### src/include/spi_switch_pkg.sv
// Purpose: shared constants and types for the switch serial port
// Assumes: sys_clk at 20 MHz
// Notes: register addresses are 7-bit frame addresses
package spi_switch_pkg;
  localparam longint SYS_CLK_HZ = 20_000_000;
  localparam longint INIT_WAIT_US = 120;
  localparam logic [11:0] INIT_COUNT =
    12'((INIT_WAIT_US * SYS_CLK_HZ + 64'd999_999) / 64'd1_000_000);

  localparam logic [6:0] ADDR_SWITCH = 7'h01;
  localparam logic [6:0] ADDR_CONFIG = 7'h02;
  localparam logic [6:0] ADDR_FLAGS = 7'h03;
  localparam logic [6:0] ADDR_BURST = 7'h05;
  localparam logic [6:0] ADDR_RESET_KEY = 7'h0b;

  localparam logic [7:0] SWITCH_RESET = 8'h00;
  localparam logic [7:0] CONFIG_RESET = 8'h06;
  localparam logic [7:0] FLAGS_RESET = 8'h00;
  localparam logic [7:0] BURST_RESET = 8'h00;
  localparam logic [7:0] KEY_RESET = 8'h00;
  localparam logic [7:0] CONFIG_MASK = 8'h07;
  localparam logic [7:0] BURST_MASK = 8'h01;

  localparam int CFG_CRC_BIT = 0;
  localparam int CFG_SCLK_BIT = 1;
  localparam int CFG_RW_BIT = 2;
  localparam int FLAG_CRC_BIT = 0;
  localparam int FLAG_SCLK_BIT = 1;
  localparam int FLAG_RW_BIT = 2;
  localparam int BURST_BIT = 0;

  localparam logic [15:0] CLEAR_FRAME = 16'h6ca9;
  localparam logic [7:0] ALIGN_BYTE = 8'h25;
  localparam logic [7:0] KEY_FIRST = 8'ha3;
  localparam logic [7:0] KEY_SECOND = 8'h05;
  localparam logic [7:0] CRC_POLY = 8'h07;

  localparam logic [4:0] FRAME_BITS = 5'd16;
  localparam logic [4:0] CRC_FRAME_BITS = 5'd24;
  localparam logic [4:0] ADDR_BITS_DONE = 5'd8;

  localparam logic [4:0] HALF_CYCLES = 5'd10;
  localparam logic [1:0] HOST_FRAME = 2'h0;
  localparam logic [1:0] HOST_STATUS = 2'h1;
  localparam logic [1:0] HOST_RESPONSE = 2'h2;
  localparam logic [1:0] HOST_RX_CRC = 2'h3;

  typedef enum logic [1:0] {
    HS_IDLE = 2'b00,
    HS_SETUP = 2'b01,
    HS_SHIFT = 2'b11,
    HS_GAP = 2'b10
  } host_state_e;
endpackage : spi_switch_pkg

### src/include/spi_switch_if.sv
// Purpose: serial link between controller and switch device
// Assumes: both ends on the same system clock domain family
// Notes: all four lines are driven push-pull
`timescale 1ns/1ns
interface spi_switch_if;
  logic sclk;
  logic csB;
  logic sdi;
  logic sdo;
  modport ctrl (output sclk, output csB, output sdi, input sdo);
  modport dev (input sclk, input csB, input sdi, output sdo);
endinterface : spi_switch_if

### src/crc8_calc.sv
// Purpose: eight-bit checksum of a 16-bit frame payload
// Assumes: zero seed, msb first
// Notes: purely combinational
`timescale 1ns/1ns
module crc8_calc
  import spi_switch_pkg::*;
(
  // payload in, checksum out
  input wire logic [15:0] payload,
  output logic [7:0] crc
);
  always_comb begin
    logic fb;
    fb = 1'b0;
    crc = 8'h00;
    for (int i = 15; i >= 0; i--) begin
      fb = crc[7] ^ payload[i];
      crc = {crc[6:0], 1'b0} ^ (fb ? CRC_POLY : 8'h00);
    end
  end
endmodule : crc8_calc

### src/switch_device.sv
// Purpose: register bank of the eight-switch device behind its serial port
// Assumes: link pins sampled by sys_clk through two flip-flops
// Notes: frames ignored while the initialization phase runs
//
// Strobed register access was decided locally.
`timescale 1ns/1ns
module switch_device
  import spi_switch_pkg::*;
(
  // clock and reset
  input wire logic sys_clk,
  input wire logic rst_b,
  // serial link
  spi_switch_if.dev link,
  // user side
  output logic [7:0] switchClose,
  output logic [7:0] errorFlags,
  output logic initBusy
);
  logic [2:0] pinMeta_ff;
  logic [2:0] pinSync_ff;
  logic [2:0] pinPrev_ff;
  logic [11:0] initCnt_ff;
  logic [11:0] nxt_initCnt;
  logic initBusy_ff;
  logic frameOn_ff;
  logic [23:0] rxShift_ff;
  logic [4:0] rxPos_ff;
  logic [1:0] cmds_ff;
  logic [7:0] rdByte_ff;
  logic [7:0] txHead_ff;
  logic [4:0] txPos_ff;
  logic [7:0] outShift_ff;
  logic [7:0] switch_ff;
  logic [7:0] cfg_ff;
  logic [7:0] flags_ff;
  logic [7:0] burst_ff;
  logic [7:0] key_ff;
  logic keyArmed_ff;

  logic sclkS, csBS, sdiS;
  logic sclkRise, sclkFall, csFall, csRise;
  logic crcEn, sclkEn, rwEn, burstEn;
  logic [4:0] frameLen, nxtRxPos, nxtTxPos;
  logic rise, fall, exec, csEnd;
  logic [23:0] full;
  logic [15:0] payload;
  logic [7:0] calcCrc, txCrc;
  logic [6:0] addr, headAddr;
  logic isRead, isClear, crcOk, rdValid, wrValid;
  logic doWrite, clearNow, softReset;
  logic [7:0] setBits;

  // two-flop synchronisers for sclk, csB, sdi
  for (genvar i = 0; i < 3; i++) begin : g_sync
    always_ff @(posedge sys_clk or negedge rst_b) begin
      if (!rst_b) begin
        // idle levels, so no false edge follows reset
        pinMeta_ff[i] <= (i == 1);
        pinSync_ff[i] <= (i == 1);
        pinPrev_ff[i] <= (i == 1);
      end else begin
        pinMeta_ff[i] <= (i == 0) ? link.sclk :
                         (i == 1) ? link.csB : link.sdi;
        pinSync_ff[i] <= pinMeta_ff[i];
        pinPrev_ff[i] <= pinSync_ff[i];
      end
    end
  end

  assign sclkS = pinSync_ff[0];
  assign csBS = pinSync_ff[1];
  assign sdiS = pinSync_ff[2];
  assign sclkRise = sclkS & ~pinPrev_ff[0];
  assign sclkFall = ~sclkS & pinPrev_ff[0];
  assign csFall = ~csBS & pinPrev_ff[1];
  assign csRise = csBS & ~pinPrev_ff[1];

  assign crcEn = cfg_ff[CFG_CRC_BIT];
  assign sclkEn = cfg_ff[CFG_SCLK_BIT];
  assign rwEn = cfg_ff[CFG_RW_BIT];
  assign burstEn = burst_ff[BURST_BIT];
  assign frameLen = crcEn ? CRC_FRAME_BITS : FRAME_BITS;

  // initialization phase
  always_comb begin
    nxt_initCnt = initCnt_ff;
    if (softReset) begin
      nxt_initCnt = INIT_COUNT;
    end else if (initCnt_ff != 12'h000) begin
      nxt_initCnt = initCnt_ff - 12'h001;
    end
  end

  always_ff @(posedge sys_clk or negedge rst_b) begin
    if (!rst_b) begin
      initCnt_ff <= INIT_COUNT;
      initBusy_ff <= 1'b1;
    end else begin
      initCnt_ff <= nxt_initCnt;
      initBusy_ff <= nxt_initCnt != 12'h000;
    end
  end

  // frame bracket by chip select
  always_ff @(posedge sys_clk or negedge rst_b) begin
    if (!rst_b) begin
      frameOn_ff <= 1'b0;
    end else if (softReset || csRise) begin
      frameOn_ff <= 1'b0;
    end else if (csFall && !initBusy_ff) begin
      frameOn_ff <= 1'b1;
    end
  end

  assign rise = frameOn_ff & sclkRise & ~csBS;
  assign fall = frameOn_ff & sclkFall & ~csBS;
  assign csEnd = frameOn_ff & csRise;
  assign nxtRxPos = rxPos_ff + 5'd1;

  // command executes on its last edge; extra commands need burst
  assign exec = rise && (nxtRxPos == frameLen) &&
                (burstEn || cmds_ff == 2'd0);
  assign full = {rxShift_ff[22:0], sdiS};
  assign payload = crcEn ? full[23:8] : full[15:0];
  assign isRead = payload[15];
  assign addr = payload[14:8];
  assign isClear = payload == CLEAR_FRAME;
  assign crcOk = !crcEn || (calcCrc == full[7:0]);
  assign headAddr = {rxShift_ff[5:0], sdiS};

  crc8_calc u_rx_crc (
    .payload(payload),
    .crc(calcCrc)
  );

  crc8_calc u_tx_crc (
    .payload({txHead_ff, rdByte_ff}),
    .crc(txCrc)
  );

  always_comb begin
    rdValid = (addr == ADDR_SWITCH) || (addr == ADDR_CONFIG) ||
              (addr == ADDR_FLAGS) || (addr == ADDR_BURST) ||
              (addr == ADDR_RESET_KEY);
    wrValid = rdValid && (addr != ADDR_FLAGS);
  end

  // decode of a finished command
  always_comb begin
    doWrite = 1'b0;
    clearNow = 1'b0;
    setBits = 8'h00;
    if (exec) begin
      if (isRead) begin
        setBits[FLAG_RW_BIT] = rwEn && !rdValid;
      end else if (!crcOk) begin
        setBits[FLAG_CRC_BIT] = 1'b1;
      end else if (isClear) begin
        clearNow = 1'b1;
      end else if (!wrValid) begin
        setBits[FLAG_RW_BIT] = rwEn;
      end else begin
        doWrite = 1'b1;
      end
    end
    if (csEnd && sclkEn) begin
      setBits[FLAG_SCLK_BIT] = (rxPos_ff != 5'd0) ||
        (burstEn ? cmds_ff == 2'd0 : cmds_ff != 2'd1);
    end
  end

  assign softReset = doWrite && addr == ADDR_RESET_KEY &&
                     payload[7:0] == KEY_SECOND && keyArmed_ff;

  // receive shifter and clock counting
  always_ff @(posedge sys_clk or negedge rst_b) begin
    if (!rst_b) begin
      rxShift_ff <= 24'h000000;
      rxPos_ff <= 5'd0;
      cmds_ff <= 2'd0;
    end else if (softReset || (csFall && !initBusy_ff)) begin
      rxPos_ff <= 5'd0;
      cmds_ff <= 2'd0;
    end else if (rise) begin
      rxShift_ff <= full;
      if (nxtRxPos == frameLen) begin
        rxPos_ff <= 5'd0;
        if (cmds_ff != 2'd3) begin
          cmds_ff <= cmds_ff + 2'd1;
        end
      end else begin
        rxPos_ff <= nxtRxPos;
      end
    end
  end

  // read target latched once the address is in
  always_ff @(posedge sys_clk or negedge rst_b) begin
    if (!rst_b) begin
      rdByte_ff <= 8'h00;
      txHead_ff <= 8'h00;
    end else if (rise && nxtRxPos == ADDR_BITS_DONE) begin
      txHead_ff <= {rxShift_ff[6:0], sdiS};
      case (headAddr)
        ADDR_SWITCH: rdByte_ff <= switch_ff;
        ADDR_CONFIG: rdByte_ff <= cfg_ff;
        ADDR_FLAGS: rdByte_ff <= flags_ff;
        ADDR_BURST: rdByte_ff <= burst_ff;
        ADDR_RESET_KEY: rdByte_ff <= key_ff;
        default: rdByte_ff <= 8'h00;
      endcase
    end
  end

  // transmit: alignment, register data, then checksum
  assign nxtTxPos = txPos_ff + 5'd1;

  always_ff @(posedge sys_clk or negedge rst_b) begin
    if (!rst_b) begin
      txPos_ff <= 5'd0;
      outShift_ff <= 8'h00;
    end else if (csFall && !initBusy_ff) begin
      txPos_ff <= 5'd0;
      outShift_ff <= ALIGN_BYTE;
    end else if (fall) begin
      if (nxtTxPos == frameLen) begin
        txPos_ff <= 5'd0;
        outShift_ff <= ALIGN_BYTE;
      end else begin
        txPos_ff <= nxtTxPos;
        if (nxtTxPos == ADDR_BITS_DONE) begin
          outShift_ff <= rdByte_ff;
        end else if (nxtTxPos == FRAME_BITS) begin
          outShift_ff <= txCrc;
        end else begin
          outShift_ff <= {outShift_ff[6:0], 1'b0};
        end
      end
    end
  end

  // writable registers
  always_ff @(posedge sys_clk or negedge rst_b) begin
    if (!rst_b) begin
      switch_ff <= SWITCH_RESET;
      cfg_ff <= CONFIG_RESET;
      burst_ff <= BURST_RESET;
      key_ff <= KEY_RESET;
    end else if (softReset) begin
      switch_ff <= SWITCH_RESET;
      cfg_ff <= CONFIG_RESET;
      burst_ff <= BURST_RESET;
      key_ff <= KEY_RESET;
    end else if (doWrite) begin
      case (addr)
        ADDR_SWITCH: switch_ff <= payload[7:0];
        ADDR_CONFIG: cfg_ff <= payload[7:0] & CONFIG_MASK;
        ADDR_BURST: burst_ff <= payload[7:0] & BURST_MASK;
        ADDR_RESET_KEY: key_ff <= payload[7:0];
        default: key_ff <= key_ff;
      endcase
    end
  end

  // first half of the reset key
  always_ff @(posedge sys_clk or negedge rst_b) begin
    if (!rst_b) begin
      keyArmed_ff <= 1'b0;
    end else if (softReset) begin
      keyArmed_ff <= 1'b0;
    end else if (exec) begin
      keyArmed_ff <= doWrite && addr == ADDR_RESET_KEY &&
                     payload[7:0] == KEY_FIRST;
    end
  end

  // error flags, a new event wins over a clear
  always_ff @(posedge sys_clk or negedge rst_b) begin
    if (!rst_b) begin
      flags_ff <= FLAGS_RESET;
    end else if (softReset) begin
      flags_ff <= FLAGS_RESET;
    end else begin
      flags_ff <= ((clearNow ? 8'h00 : flags_ff) | setBits) &
                  CONFIG_MASK;
    end
  end

  assign link.sdo = outShift_ff[7];
  assign switchClose = switch_ff;
  assign errorFlags = flags_ff;
  assign initBusy = initBusy_ff;
endmodule : switch_device

### src/flat_wrapper.sv
// flat-port wrapper written by rule: the top's interface ports become plain ports
module switch_device_flat import spi_switch_pkg::*;
  (sys_clk, rst_b, switchClose, errorFlags, initBusy, link_sclk, link_csB, link_sdi, link_sdo);
  spi_switch_if link_i ();
  input wire logic sys_clk;
  input wire logic rst_b;
  output logic [7:0] switchClose;
  output logic [7:0] errorFlags;
  output logic initBusy;
  input wire logic [$bits(link_i.sclk)-1:0] link_sclk;
  input wire logic [$bits(link_i.csB)-1:0] link_csB;
  input wire logic [$bits(link_i.sdi)-1:0] link_sdi;
  output wire logic [$bits(link_i.sdo)-1:0] link_sdo;
  assign link_i.sclk = link_sclk;
  assign link_i.csB = link_csB;
  assign link_i.sdi = link_sdi;
  assign link_sdo = link_i.sdo;
  switch_device u_core (.sys_clk(sys_clk), .rst_b(rst_b), .link(link_i), .switchClose(switchClose), .errorFlags(errorFlags), .initBusy(initBusy));
endmodule
### config.mk
export PLATFORM = sky130hd
export DESIGN_NAME = switch_device_flat
export DESIGN_NICKNAME = d
export VERILOG_FILES = /design/src/include/spi_switch_pkg.sv /design/src/include/spi_switch_if.sv /design/src/crc8_calc.sv /design/src/switch_device.sv /design/src/flat_wrapper.sv
export SDC_FILE = /design/constraint.sdc
export NUM_CORES = 1
export LEC_CHECK = 0
export BUFFER_PORTS_ARGS = -buffer_cell sky130_fd_sc_hd__buf_2
export CORE_MARGIN = 1
export CORE_UTILIZATION = 60
export CTS_CLUSTER_SIZE = 24
export DETAILED_ROUTE_END_ITERATION = 8
export PLACE_DENSITY = 0.8
export SYNTH_ARGS = -nofsm -noshare
export SYNTH_HDL_FRONTEND = slang
export SYNTH_SLANG_ARGS = --single-unit
### constraint.sdc
create_clock -name sys_clk -period 5.8 [get_ports sys_clk]
set_input_delay 1.74 -clock sys_clk [delete_from_list [all_inputs] [get_ports sys_clk]]
set_output_delay 1.74 -clock sys_clk [all_outputs]
set_load 0.005 [all_outputs]
==> flow_metrics.tcl <==
set metrics [dict create \
    synth_top_cells_by_area "dfrtp_1, mux2_2, xnor2_1" \
    drv_slew 0 \
    tightestPinTransition_ns 0.965 \
    cap_violations 0 \
    clk_pin_slew_ns 0.10 \
    max_freq_mhz 220 \
    power.density_nw_per_um2 225 \
    ir_drop_mv 0.210 \
    diodes 0 \
    routabilityCongestion 0.903 \
    htree_levels 3 \
    drtIter0Drc 287 \
    wl_met3_um 612 \
    hold_buffers 0 \
    p_leak_uw 0.00324 \
    p_total_uw 1530 \
    antenna_left 0 \
    fin_skew_ns 0.0161 \
    timing.hold.ws_ns 0.345 \
    post_cts_resized 0 \
    crit_type "reg2reg" \
    grt_pass1_vias 4741 \
    syn_to_final_growth_pct 5.11 \
    async_flop_share 1.00 \
    gr-usage-all-layers 0.264 \
    cts_tree "yes" \
    synth_top_area_share 0.368 \
    hp-class "reg2reg" \
    synth_cell_types 66 \
    port_buffers 17 \
    multi_input_area_sq_um 3550 \
    cts_buffers 9 \
    io_pins 23 \
    postCtsSetupBuffers 0 \
    hold_viol_final 0 \
    top_layer "met4" \
    ys.warnings.count 0 \
    critPathMaxFanout 20 \
    overflow 0 \
    dp_hpwl_um 9980 \
    antenna_found_initial 0 \
    synth_ff_type "dfrtp_1" \
    grt_max_degree 60 \
    yosys.area.top_type "dfrtp_1" \
    wl_per_cell_um 17.5 \
    tns_ns 0 \
    wl_met1_um 5750 \
    cp-end-kind "register" \
    relSlewSlack 0.357 \
    rsz0062_at_grt "no" \
    fp-row-count 37 \
    syn_inst 633 \
    n_fill_cell 827 \
    grt_pass1_wl_um 22900 \
    finalCritPeriodShare 0.785 \
    avgSynthCellArea_sq_um 10.2 \
    netlist_area_sq_um 6460 \
    viasPerCell 5.99 \
    die_y_um 106 \
    drc 0 \
    status "complete, no violations" \
    cp-start-kind "register" \
    slowest_stage "dfrtp_1" \
    slowest_delay_ns 0.98 \
    clockBufferDepth 2 \
    synth_edf_count 0 \
    fin_crit_ns 4.55 \
    die_area_sq_um 11200 \
    finalNetCount 654 \
    first_pass_iters 5 \
    start_util 0.623 \
    setup_viol 0 \
    design.core.area_sq_um 10400 \
    via_count 4640 \
    die_w_um 106 \
    cp.required_ns 6.09 \
    met2_length_um 6870 \
    ys_seq_area_frac 0.409 \
    clkSinkCount 105 \
    worstPathArrival_ns 4.84 \
    crit_chain "buf_4, mux2i_1, ha_1, xor2_1, xnor3_1, xor2_1, mux2i_1, a2111o_1, a2111o_1, nor2_4, mux2_1" \
    regArea_sq_um 2640 \
    clk_latency_ns 0.39 \
    wl_um 13600 \
    clock-root-buffer "clkbuf_8" \
    ys_ff_latch 105 \
    final_layout_size_suffix_gt1_frac 0.158 \
]
-- placed cells by master, fill, tap and decap left out, types with 5 or more instances in the layout --
cell type,n
dfrtp_1,95
nor2_1,56
xnor2_1,53
mux2_2,42
nand2_1,41
a21oi_1,30
inv_1,28
xor2_1,28
mux2i_1,26
o21ai_0,20
a22o_1,16
buf_2,16
nand3_1,15
ha_1,15
nor3_1,13
dfstp_2,10
clkbuf_8,9
nor2b_1,8
nor4_1,7
or3_1,7
xnor3_1,7
nand4_1,6
and2_1,6
a21o_1,5
conb_1,5
-- cell families (layout without fill, tap and decap cells) --
logic type	after synthesis	count (layout)	synth area share
AOI/OAI and AO/OA	102	102	0.106
xor gates and xnor gates	91	91	0.143
adders and majority gates	15	15	0.0290
buffers and inverters	63	65	0.0443
DFF	105	105	0.409
muxes	75	75	0.130
other	1	5	0.000580
and+or+nand+nor	181	181	0.139
-- state kept, by name, indices dropped and copies added (netlist names) --
signal              flops
u_core.switchClose      8
u_core.rdByte_ff        8
u_core.rxPos_ff         5
u_core.txPos_ff         5
u_core.outShift_ff      8
u_core.cfg_ff           3
u_core.errorFlags       3
u_core.rxShift_ff      23
u_core.initBusy         1
u_core.pinMeta_ff       3
u_core.pinPrev_ff       2
u_core.txHead_ff        8
u_core.key_ff           8
u_core.sdiS             1
u_core.frameOn_ff       1
u_core.keyArmed_ff      1
u_core.csBS             1
u_core.initCnt_ff      12
u_core.cmds_ff          2
u_core.sclkS            1
u_core.burst_ff         1
-- area by class of cell --
cell class	count	share of cell area
Multi-Input combinational cell	469	0.523
Sequential cell	105	0.389
Tap cell	136	0.0251
Clock buffer	9	0.0182
Timing Repair Buffer	20	0.0162
Inverter	29	0.0162
Clock inverter	7	0.0123
-- critical path: cells and delay by family, from the launching register on --
kind	cells	cell delay (ns)
DFF	1	0.98
AOI/OAI and AO/OA	2	0.94
muxes	3	0.84
xor gates and xnor gates	3	0.72
buffers and inverters	1	0.37
adders and majority gates	1	0.33
and+or+nand+nor	1	0.26
-- final timing paths --
path	from	slack, ns	endpoint	depth (start not counted)
hold / removal	u_core.pinMeta_ff[0]	0.35	u_core.sclkS	0
hold reg to reg	u_core.pinMeta_ff[0]	0.35	u_core.sclkS	0
setup / recovery	u_core.cfg_ff[0]	1.25	u_core.switchClose[4]	11
setup reg to reg	u_core.cfg_ff[0]	1.25	u_core.switchClose[4]	11
max in group asynchronous	rst_b	3.30	u_core.txHead_ff[0]	2
min in group asynchronous	rst_b	1.39	u_core.outShift_ff[4]	1
-- cells in the mapped netlist (all sizes together) (8+ instances only) --
cell	count
xnor2	55
nor2b	8
ha	15
nand3	15
clkbuf	16
mux2	46
nand2	41
a22o	16
xor2	28
dfrtp	95
buf	18
inv	28
o21ai	20
dfstp	10
a21oi	31
mux2i	29
nor2	58
nor3	13
-- per-stage QoR --
stage | instance area, sq um | instances | worst slack, ns | utilization
2_1_floorplan | 6480 | 637 | 1.44 | -
3_3_place_gp | 6580 | 759 | 1.54 | 0.635
3_5_place_dp | 6580 | 759 | 1.36 | 0.635
4_1_cts | 6790 | 775 | 1.36 | 0.655
5_1_grt | 6790 | 775 | 1.09 | 0.655
6_report | 6790 | 775 | 1.25 | 0.655
-- power breakdown --
part | internal, uW | switching [uW]
Clock | 207 | 267
Combinational | 124 | 134
Sequential | 753 | 44.4
Total | 1080 | 446
-- routing by layer --
metal  GRT usage  up-vias
li1            -     2196
met1       0.324     2292
met2       0.451      118
met3      0.0507       34
met4       0.116        0
met5           0        -
(Power assumes the default switching activity.)
